==> src/asr_pkg.sv <==
// Constants and carrier types for the static memory access controller.
package asr_pkg;

  localparam int unsigned CLK_PERIOD_NS     = 100;
  localparam int unsigned ADDR_W            = 17;
  localparam int unsigned DATA_W            = 8;
  localparam int unsigned MEM_WORDS         = 131072;

  localparam int unsigned READ_CYCLE_MIN_NS    = 70;
  localparam int unsigned WRITE_CYCLE_MIN_NS   = 70;
  localparam int unsigned ADDR_TO_DATA_NS      = 70;
  localparam int unsigned OUT_EN_TO_DATA_NS    = 35;
  localparam int unsigned SELECT_TO_END_NS     = 60;
  localparam int unsigned ADDR_TO_END_NS       = 60;
  localparam int unsigned WRITE_DATA_SETUP_NS  = 30;
  localparam int unsigned STROBE_LOW_TO_FLOAT_NS = 25;
  localparam int unsigned STROBE_HIGH_TO_DRIVE_NS = 5;

  function automatic int unsigned cyc_up(input int unsigned ns);
    int unsigned c;
    c = (ns + CLK_PERIOD_NS - 1) / CLK_PERIOD_NS;
    return (c < 1) ? 1 : c;
  endfunction

  localparam int unsigned READ_CYC = cyc_up(ADDR_TO_DATA_NS > READ_CYCLE_MIN_NS
                                            ? ADDR_TO_DATA_NS
                                            : READ_CYCLE_MIN_NS);
  localparam int unsigned STROBE_CYC = cyc_up(
      (SELECT_TO_END_NS > WRITE_DATA_SETUP_NS + STROBE_LOW_TO_FLOAT_NS)
      ? SELECT_TO_END_NS
      : WRITE_DATA_SETUP_NS + STROBE_LOW_TO_FLOAT_NS);
  localparam int unsigned WRITE_CYC = cyc_up(WRITE_CYCLE_MIN_NS);
  localparam int unsigned TURN_CYC  = cyc_up(STROBE_HIGH_TO_DRIVE_NS);
  localparam int unsigned CNT_W     = 4;

  typedef struct packed {
    logic              write;
    logic [ADDR_W-1:0] word_address;
    logic [DATA_W-1:0] data;
  } asr_req_t;

  typedef struct packed {
    logic              select_active_low;
    logic              select_active_high;
    logic              out_en_n;
    logic              write_strobe_n;
  } asr_ctl_t;

endpackage

==> src/asr_sync.sv <==
// Two-flop synchroniser for the byte lines read back from the memory.
`timescale 1ns/1ps
module asr_sync #(
  parameter int unsigned WIDTH = 8
) (
  // Clock, reset and enable
  input  wire logic             i_clk,
  input  wire logic             i_resetn,
  input  wire logic             i_ce,
  // Data
  input  wire logic [WIDTH-1:0] i_d,
  output logic      [WIDTH-1:0] o_q
);

  logic [WIDTH-1:0] meta_ff;

  always_ff @(posedge i_clk) begin
    if (!i_resetn) begin
      meta_ff <= '0;
      o_q     <= '0;
    end else if (i_ce) begin
      meta_ff <= i_d;
      o_q     <= meta_ff;
    end
  end

endmodule // asr_sync

==> src/asr_ctrl.sv <==
// Host controller that drives an asynchronous byte-wide static memory.
//
// Behaviour
// - Write ends at first deasserting edge.
// - Controller never drives while memory drives.
// - Strobe low at least setup plus float.
// - Read cycle lasts at least 70 ns.
// - Write cycle lasts at least 70 ns.
// - Selects and address held 60 ns before end.
// - Address set on the same edge as write start, held after.
// - Write data set 30 ns before end.
`timescale 1ns/1ps
module asr_ctrl #(
  parameter int unsigned ADDR_W = asr_pkg::ADDR_W,
  parameter int unsigned DATA_W = asr_pkg::DATA_W
) (
  // Clock, reset and enable
  input  wire logic                  I_CORE_CLK,
  input  wire logic                  I_RESETN,
  input  wire logic                  I_CE,
  // Request side
  input  wire logic                  I_REQ_VALID,
  input  wire asr_pkg::asr_req_t     I_REQ,
  output logic                       O_REQ_READY,
  output logic                       O_RD_VALID,
  output logic      [DATA_W-1:0]     O_RD_DATA,
  // Memory pins
  output logic      [ADDR_W-1:0]     O_WORD_ADDRESS,
  output asr_pkg::asr_ctl_t          O_MEM_CTL,
  input  wire logic [DATA_W-1:0]     I_BYTE_LINES,
  output logic      [DATA_W-1:0]     O_BYTE_LINES,
  output logic                       O_BYTE_LINES_OE_N
);

  ////////////////////////////////////////////////////////////////////////////
  // State and counters.

  typedef enum logic [2:0] {
    ST_IDLE,
    ST_READ,
    ST_WSTROBE,
    ST_WEND,
    ST_TURN
  } asr_state_t;

  localparam logic [asr_pkg::CNT_W-1:0] READ_CNT =
    asr_pkg::CNT_W'(asr_pkg::READ_CYC);
  localparam logic [asr_pkg::CNT_W-1:0] STROBE_CNT =
    asr_pkg::CNT_W'(asr_pkg::STROBE_CYC);
  localparam logic [asr_pkg::CNT_W-1:0] WEND_CNT =
    asr_pkg::CNT_W'(asr_pkg::WRITE_CYC > asr_pkg::STROBE_CYC
                    ? asr_pkg::WRITE_CYC - asr_pkg::STROBE_CYC : 1);
  localparam logic [asr_pkg::CNT_W-1:0] TURN_CNT =
    asr_pkg::CNT_W'(asr_pkg::TURN_CYC);

  asr_state_t                  state_ff;
  asr_state_t                  nxt_state;
  logic [asr_pkg::CNT_W-1:0]   cnt_ff;
  logic [asr_pkg::CNT_W-1:0]   nxt_cnt;
  logic [DATA_W-1:0]           rd_sync;
  logic                        cnt_done;

  assign cnt_done = (cnt_ff == 4'h1);

  asr_sync #(
    .WIDTH (DATA_W)
  ) u_sync (
    .i_clk    (I_CORE_CLK),
    .i_resetn (I_RESETN),
    .i_ce     (I_CE),
    .i_d      (I_BYTE_LINES),
    .o_q      (rd_sync)
  );

  ////////////////////////////////////////////////////////////////////////////
  // Sequencer.

  always_comb begin
    nxt_state = state_ff;
    nxt_cnt   = (cnt_ff != 4'h0) ? cnt_ff - 4'h1 : cnt_ff;
    unique case (state_ff)
      ST_IDLE: begin
        if (I_REQ_VALID) begin
          nxt_state = I_REQ.write ? ST_WSTROBE : ST_READ;
          // Two synchroniser stages add to the access time.
          nxt_cnt   = I_REQ.write ? STROBE_CNT : READ_CNT + 4'h2;
        end
      end
      ST_READ: begin
        if (cnt_done) begin
          nxt_state = ST_IDLE;
        end
      end
      ST_WSTROBE: begin
        if (cnt_done) begin
          nxt_state = ST_WEND;
          nxt_cnt   = WEND_CNT;
        end
      end
      ST_WEND: begin
        if (cnt_done) begin
          nxt_state = ST_TURN;
          nxt_cnt   = TURN_CNT;
        end
      end
      ST_TURN: begin
        if (cnt_done) begin
          nxt_state = ST_IDLE;
        end
      end
      default: begin
        nxt_state = ST_IDLE;
      end
    endcase
  end

  always_ff @(posedge I_CORE_CLK) begin
    if (!I_RESETN) begin
      state_ff <= ST_IDLE;
      cnt_ff   <= 4'h0;
    end else if (I_CE) begin
      state_ff <= nxt_state;
      cnt_ff   <= nxt_cnt;
    end
  end

  ////////////////////////////////////////////////////////////////////////////
  // Address and write data, latched at request and held past write end.

  always_ff @(posedge I_CORE_CLK) begin
    if (!I_RESETN) begin
      O_WORD_ADDRESS <= '0;
      O_BYTE_LINES   <= '0;
    end else if (I_CE && state_ff == ST_IDLE && I_REQ_VALID) begin
      O_WORD_ADDRESS <= I_REQ.word_address;
      O_BYTE_LINES   <= I_REQ.data;
    end
  end

  ////////////////////////////////////////////////////////////////////////////
  // Memory control pins.

  always_ff @(posedge I_CORE_CLK) begin
    if (!I_RESETN) begin
      O_MEM_CTL         <= '{1'b1, 1'b0, 1'b1, 1'b1};
      O_BYTE_LINES_OE_N <= 1'b1;
    end else if (I_CE) begin
      unique case (nxt_state)
        ST_READ: begin
          O_MEM_CTL         <= '{1'b0, 1'b1, 1'b0, 1'b1};
          O_BYTE_LINES_OE_N <= 1'b1;
        end
        ST_WSTROBE: begin
          // Output enable stays high so the memory never drives here.
          O_MEM_CTL         <= '{1'b0, 1'b1, 1'b1, 1'b0};
          O_BYTE_LINES_OE_N <= 1'b0;
        end
        ST_WEND: begin
          // Strobe alone ends the write; data stays driven for hold.
          O_MEM_CTL         <= '{1'b0, 1'b1, 1'b1, 1'b1};
          O_BYTE_LINES_OE_N <= 1'b0;
        end
        default: begin
          O_MEM_CTL         <= '{1'b1, 1'b0, 1'b1, 1'b1};
          O_BYTE_LINES_OE_N <= 1'b1;
        end
      endcase
    end
  end

  ////////////////////////////////////////////////////////////////////////////
  // Request handshake and read return.

  always_ff @(posedge I_CORE_CLK) begin
    if (!I_RESETN) begin
      O_REQ_READY <= 1'b0;
      O_RD_VALID  <= 1'b0;
      O_RD_DATA   <= '0;
    end else if (I_CE) begin
      O_REQ_READY <= (nxt_state == ST_IDLE);
      O_RD_VALID  <= (state_ff == ST_READ) && cnt_done;
      if ((state_ff == ST_READ) && cnt_done) begin
        O_RD_DATA <= rd_sync;
      end
    end
  end

endmodule // asr_ctrl

==> config.mk <==
export PLATFORM = sky130hd
export DESIGN_NAME = asr_ctrl
export DESIGN_NICKNAME = d
export VERILOG_FILES = /design/src/asr_pkg.sv /design/src/asr_sync.sv /design/src/asr_ctrl.sv
export SDC_FILE = /design/constraint.sdc
export NUM_CORES = 1
export LEC_CHECK = 0
export BUFFER_PORTS_ARGS = -buffer_cell sky130_fd_sc_hd__buf_2
export CAP_MARGIN = 20
export CORE_UTILIZATION = 57
export CTS_BUF_LIST = sky130_fd_sc_hd__clkbuf_4
export DETAILED_ROUTE_END_ITERATION = 6
export GPL_ROUTABILITY_DRIVEN = 1
export PLACE_DENSITY = 0.87
export RECOVER_POWER = 100
export SYNTH_ARGS = -nofsm -noshare
export SYNTH_HDL_FRONTEND = slang
export SYNTH_SLANG_ARGS = --single-unit
export TNS_END_PERCENT = 5
==> constraint.sdc <==
create_clock -name I_CORE_CLK -period 4.65 [get_ports I_CORE_CLK]
set_clock_uncertainty 0.15 [all_clocks]
set_input_delay 0.2325 -clock I_CORE_CLK [delete_from_list [all_inputs] [get_ports I_CORE_CLK]]
set_output_delay 0.2325 -clock I_CORE_CLK [all_outputs]
set_load 0.005 [all_outputs]
==> results of run 1 <==
critical path, stage by stage:
cell and delay (ps):
clkbuf_1 1260, and2b_1 350, and2_0 950, nand2_1 100, a21boi_0 290
layer usage:
metal	routed length, µm	GRT usage (%)	share of wire [%]	up-vias
met4	80	11.1	1.3	0
li1	-	-	-	1164
met2	2950	42.5	49	102
met1	2580	31.5	43	1049
met3	412	5.92	6.8	10
met5	0	0	0	-
placed cells by master, fill, tap and decap left out, drive strengths merged, types with 3 or more instances in the layout:
| master | count |
|---|---|
| a21boi | 26 |
| a21oi | 6 |
| buf | 60 |
| clkbuf | 28 |
| clkinv | 3 |
| dfxtp | 63 |
| dlygate4sd3 | 32 |
| inv | 5 |
| mux2i | 24 |
| nand2 | 60 |
| nand2b | 4 |
| nand3 | 5 |
| nor2 | 4 |
| nor2b | 26 |
| nor3b | 3 |
| o21ai | 8 |
repair_timing:
action / in CTS / in global routing
setup buffers: 0 / 0
hold endpoints to repair: 32 / 0
hold buffers: 32 / 0
synth_stat cells, types with 3 or more instances:
| master | n |
|---|---|
| nand3_1 | 5 |
| a21oi_1 | 6 |
| nor2_1 | 4 |
| nor2b_1 | 26 |
| nand2_1 | 60 |
| clkbuf_1 | 7 |
| mux2i_1 | 24 |
| nand2b_1 | 4 |
| dfxtp_1 | 63 |
| o21ai_0 | 8 |
| a21boi_1 | 20 |
| buf_2 | 8 |
| buf_4 | 3 |
| inv_1 | 5 |
| a21boi_0 | 6 |
state kept, by name, summed over array words and instances (netlist names):
name / count
O_BYTE_LINES: 8
O_BYTE_LINES_OE_N: 1
O_MEM_CTL: 4
O_RD_DATA: 8
O_RD_VALID: 1
O_REQ_READY: 1
O_WORD_ADDRESS: 17
cnt_ff: 4
state_ff: 3
u_sync.meta_ff: 8
u_sync.o_q: 8
area by class of cell:
class,count,share of cell area (%)
timing repair buffer,109,20.1
clock buffer,11,2.43
tap,52,1.91
multi-input combinational,197,36.5
sequential,63,37.1
clock inverter,5,1.43
inverter,5,0.551
kinds of logic (layout without fill, tap and decap cells):
group / after synthesis / count (layout) / synth area share [%]
AO/OA/AOI/OAI: 55 / 55 / 14.3
adder cells (fa/ha/maj): 2 / 2 / 0.950
buffers and inverters: 25 / 130 / 4.94
flip-flops: 63 / 63 / 47.9
multiplexers: 26 / 26 / 9.98
AND/OR/NAND/NOR: 114 / 114 / 21.9
stage by stage:
stage / power (mW) / hold WS [ps]
4_1_cts: 1.15 / 30.9
3_3_place_gp: 0.769 / 287
6_report: 1.14 / 35.0
3_5_place_dp: 0.775 / 291
2_1_floorplan: 0.726 / 217
5_1_grt: 1.21 / 13.8
how the worst min path moves through the flow:
stage / endpoint / slack, ps / depth (start not counted)
after floorplan: O_BYTE_LINES[5] / 220 / 2
after global placement: O_WORD_ADDRESS[12] / 290 / 2
after detailed placement: O_BYTE_LINES[7] / 290 / 2
after CTS: u_sync.meta_ff[2] / 30 / 3
after global routing: u_sync.meta_ff[2] / 10 / 3
final: u_sync.meta_ff[2] / 40 / 3
power groups by stage:
stage / combinational [mW] / clock (mW) / sequential [mW]
after floorplan: 0.123 / 0 / 0.603
after global placement: 0.160 / 0 / 0.609
after detailed placement: 0.165 / 0 / 0.610
after CTS: 0.186 / 0.366 / 0.598
after global routing: 0.208 / 0.397 / 0.604
final: 0.186 / 0.358 / 0.600
==> out/qor.txt, run 1 <==
Worst-path clk slew: 100 ps
CP startpoint: I_CE
Fmax: 0.326 GHz
DR DRC count: 0
Psw: 0.307 mW
Chip height: 70.0 µm
Number of routed nets with antenna violations: 0
H-tree levels: 3
Core Util, Final: 77.6%
Failing checks: capacitance limit, slew limit
Layout cells sized above 1: 20.3%
IO Pins: 78
Post-synth cell types: 39
Inserted Clock Buffers: 9
Die area: 4900 µm²
Area of the multi-input gates: 1240 µm²
Syn Inst Count: 285
Unrepaired setup endpoints after global routing: false
Worst slew margin: -19.4%
FF-to-FF Start: state_ff[0]
DR vias/cell: 5.26
Area of the core: 4380 µm²
1st-iter DRT viols: 127
Cell Int Power: 0.838 mW
WS Path Type: in -> reg
Main area contributors after synthesis: dfxtp_1 48%, mux2i_1 9.1%, nand2_1 8.6%
Reg2reg end: O_BYTE_LINES[3]
Vias: 2325
Share of flip-flops with an asynchronous set or reset: 0%
Number of enable flip-flop cells after synthesis: 0
Post-Syn Nets: 325
Final count of hold timing violations: 0
Hold WC Path Type: in -> reg
Longest Clk Path Bufs: 2
Routability Congestion: 0.811
HP Start: I_BYTE_LINES[2]
CTS tree: done
Total gr overflow: 0
Switching share of power: 26.8%
Max VDD drop: 206 µV
Flip-flop and latch count after synthesis: 63
Syn. warnings: 0
CP Max Fanout: 33
Status: complete, but fails checks
Placed Area: 2970 µm²
Crit path required time: 4780 ps
Worst R2R Path Depth: 4
First-pass detailed-route iteration total: 4
Worst slack at placement: 2310 ps
Seq/Total Area, Yosys: 47.9%
Die width: 70.0 µm
Final setup fails: 0
Worst Setup EP: O_BYTE_LINES[3]
Cts repair resizes: 0
Post-synth top area share: 47.9%
Post-Place Cells: 394
Clock Latency Late Sink: 380 ps
Startpoint types: primary input
Critical Path AT: 3200 ps
Clock Sinks: 63
Row count: 24
Fin nets: 425
Final WS setup: 1580 ps
Leak pwr: 1.48 nW
Vias in the first global route: 2205
Initial antenna violation count: 0
Antenna fix cells: 0
Tot GR Track Use: 25.5%
Sequential cell area: 1260 µm²
Synth-to-layout area growth: 29.2%
Fill cells: 290
Largest area contributor in the netlist: dfxtp_1
Buffers on Ports: 77
Crit path capture type: flip-flop
Post-DP HPWL: 3340 µm
Finished layout cell area: 3400 µm²
Initial Util: 60.1%
Non-Filler Instances: 442
Power share of the clock group: 31.3%
Comb pwr share: 16.2%
Final wirelength: 6030 µm
Post-Syn Area: 2630 µm²
Max Cap Viol: 1
Avg Cell Area, Syn: 9.24 µm²
Sequential share of power: 52.4%
Slew @ Worst Pin: 1790 ps
Largest net degree at the start of global routing: 67
Max Slew Vio Count: 34
CTS root buffer: clkbuf_4
Global-route wire length before repair: 9980 µm
Post-route setup TNS: 0 ps
Fin crit period: 3070 ps
Final Cycle Share: 65.9%
Power Dens Cells: 336 nW/µm²
Drt wl/cell: 13.6 µm
Reg-to-reg slack, setup: 2270 ps
Ys flop type: dfxtp_1
Power figures use the tool's default switching activity.
==> run 2, diff against run 1 <==
- CORE_UTILIZATION: 57 -> 53
- PLACE_DENSITY: 0.87 -> 0.82
- clock period: 4.65 -> 2.9 ns (I/O delays scaled with it)
==> run 2 against run 1 <==
Effect of this change:
- the run still ends with capacitance limit, slew limit left
- routed wire length increased by 1.6%
- sequential cell count unchanged
- critical endpoint is now O_RD_DATA[6]
- final cell count rose by 4.1%
- setup slack worse by 1000 ps
- design area up 1.7%
- total power up 68%
- register-to-register slack worse by 1700 ps
- sequential share of layout area down 0.63 points
- clock-buffer cell count fell by 1
- via count is 0.69% higher
==> out/qor.txt, run 2 (synthesis results as in run 1) <==
Top reg by flops: O_WORD_ADDRESS
CTS root buffer: clkbuf_4
CP Max Fanout: 9 (-73%)
Power share of the clock group: 34.4% (+3.1 points)
Vias in the first global route: 2108 (-4.4%)
Failing checks: capacitance limit, slew limit
Die area: 5260 µm² (+7.3%)
Die width: 72.5 µm (+3.6%)
Buffers on Ports: 77 (unchanged)
Cell Int Power: 1.43 mW (+70%)
Crit path required time: 3040 ps (-1740 ps)
Max Cap Viol: 1 (unchanged)
Clock Latency Late Sink: 390 ps (about the same)
Final wirelength: 6120 µm (+1.6%)
CP peak stage delay: 600 ps (-660 ps)
DR DRC count: 0 (unchanged)
Post-route setup TNS: 0 ps (unchanged)
Layout cells sized above 1: 19.1% (-1.2 points)
Initial Util: 55.4% (-4.7 points)
Drt wl/cell: 13.3 µm (-2.4%)
Power Dens Cells: 555 nW/µm² (+65%)
Unrepaired setup endpoints after global routing: false
IO Pins: 78 (unchanged)
Total gr overflow: 0 (unchanged)
Area of the core: 4750 µm² (+8.4%)
Final setup fails: 0 (unchanged)
Critical Path AT: 2480 ps (-720 ps)
Max reg flops: 17 (unchanged)
Core Util, Final: 72.8% (-4.8 points)
Final Cycle Share: 80.7%
Sequential share of power: 50.0% (-2.4 points)
Non-Filler Instances: 460 (+4.1%)
Worst-path clk slew: 100 ps (about the same)
Chip height: 72.5 µm (+3.6%)
DR vias/cell: 5.09 (-3.3%)
Hold WC Path Type: in -> reg
Max Slew Vio Count: 67 (+97%)
Worst-path cell chain: ha_1, nor3b_1, nand4_1, mux2i_1, nor2b_1
Global-route wire length before repair: 9530 µm (-4.6%)
Fin nets: 428 (+0.71%)
H-tree levels: 3 (unchanged)
Initial antenna violation count: 0 (unchanged)
Finished layout cell area: 3460 µm² (+1.7%)
Fin crit period: 2340 ps
Largest delay contributor family on the critical path: simple AND/OR/NAND/NOR gates
Psw: 0.495 mW (+61%)
Placed Area: 3010 µm² (+1.1%)
WS Path Type: reg -> reg
Inserted Clock Buffers: 9 (unchanged)
Routability Congestion: 0.799 (-1.5%)
Clock Sinks: 63 (unchanged)
CTS tree: done
Tot GR Track Use: 23.8% (-1.8 points)
Slowest CP cell: nand4_1
Fmax: 0.427 GHz
1st-iter DRT viols: 101 (-20%)
Max VDD drop: 339 µV (+65%)
Post-DP HPWL: 3370 µm (+1.1%)
Switching share of power: 25.8% (-1.0 points)
Synth-to-layout area growth: 31.4%
Number of routed nets with antenna violations: 0 (unchanged)
Crit path capture type: flip-flop
Longest Clk Path Bufs: 2 (unchanged)
Comb pwr share: 15.6% (-0.6 points)
Largest net degree at the start of global routing: 67 (unchanged)
Commonest cells after routing, fill and taps aside: 63 x dfxtp_1, 60 x nand2_1, 53 x buf_2
Post-Place Cells: 411 (+4.3%)
Worst path bufs/invs: 0 (-1)
Startpoint types: flip-flop
Final count of hold timing violations: 0 (unchanged)
Fill cells: 349 (+20%)
First-pass detailed-route iteration total: 4 (unchanged)
Leak pwr: 1.48 nW (about the same)
Status: complete, but fails checks
Vias: 2341 (+0.69%)
Post-CTS Setup Bufs: 0 (unchanged)
Worst slew margin: -38.6% (-19 points)
Slew @ Worst Pin: 2080 ps (+288 ps)
Leading cell type in the layout, fill and taps excluded: dfxtp_1
Antenna fix cells: 0 (unchanged)
Total Power: 1.92 mW (+68%)
Row count: 25 (+4.2%)
-- run 2: cell type report --
cell class	instances	area [µm²]	share of cell area, %
clock buffer	10	75.1	2.17
clock inverter	6	85.1	2.46
inverter	5	18.8	0.542
multi-input combinational	197	1240	35.7
sequential	63	1260	36.4
tap	67	83.8	2.42
timing repair buffer	112	701	20.2
-- run 2: through the flow --
stage | hold WS [ps] | worst slack (ps)
global route | 55.7 | 371
detailed placement | 240 | 788
global placement | 237 | 876
floorplan | 130 | 1350
finish | 58.5 | 560
CTS | 26.7 | 776
-- run 2: path summary, 6_finish.rpt --
check	startpoint	to	slack, ps	depth (start not counted)
hold / removal	I_REQ[25]	cnt_ff[1]	60	4
setup / recovery	cnt_ff[0]	O_RD_DATA[6]	560	5
setup reg to reg	cnt_ff[0]	O_RD_DATA[6]	560	5
hold reg to reg	O_WORD_ADDRESS[4]	O_WORD_ADDRESS[4]	320	2
-- run 2: timing repair --
item	4_1_cts	5_1_grt
hold buffers	33	0
gates resized for setup	0	0
hold endpoints to repair	33	0
-- run 2: worst min-delay path: cells and delay by family --
kind / cells / cell delay (ps)
AND/OR/NAND/NOR: 2 / 250
AO/OA/AOI/OAI: 1 / 70
buffers and inverters: 1 / 90
-- run 2: power groups by stage --
stage,clock [mW],sequential [mW],combinational (mW)
floorplan,0,0.968,0.197
global placement,0,0.976,0.261
detailed placement,0,0.980,0.265
CTS,0.679,0.960,0.300
global route,0.718,0.968,0.333
finish,0.661,0.961,0.300
-- run 2: routing by layer --
layer	track usage, %	vias up	wire length, µm
met5	0	-	0
met4	11.8	0	46
met3	5.97	4	427
met2	37.9	96	2910
met1	29.9	1070	2740
li1	-	1171	-
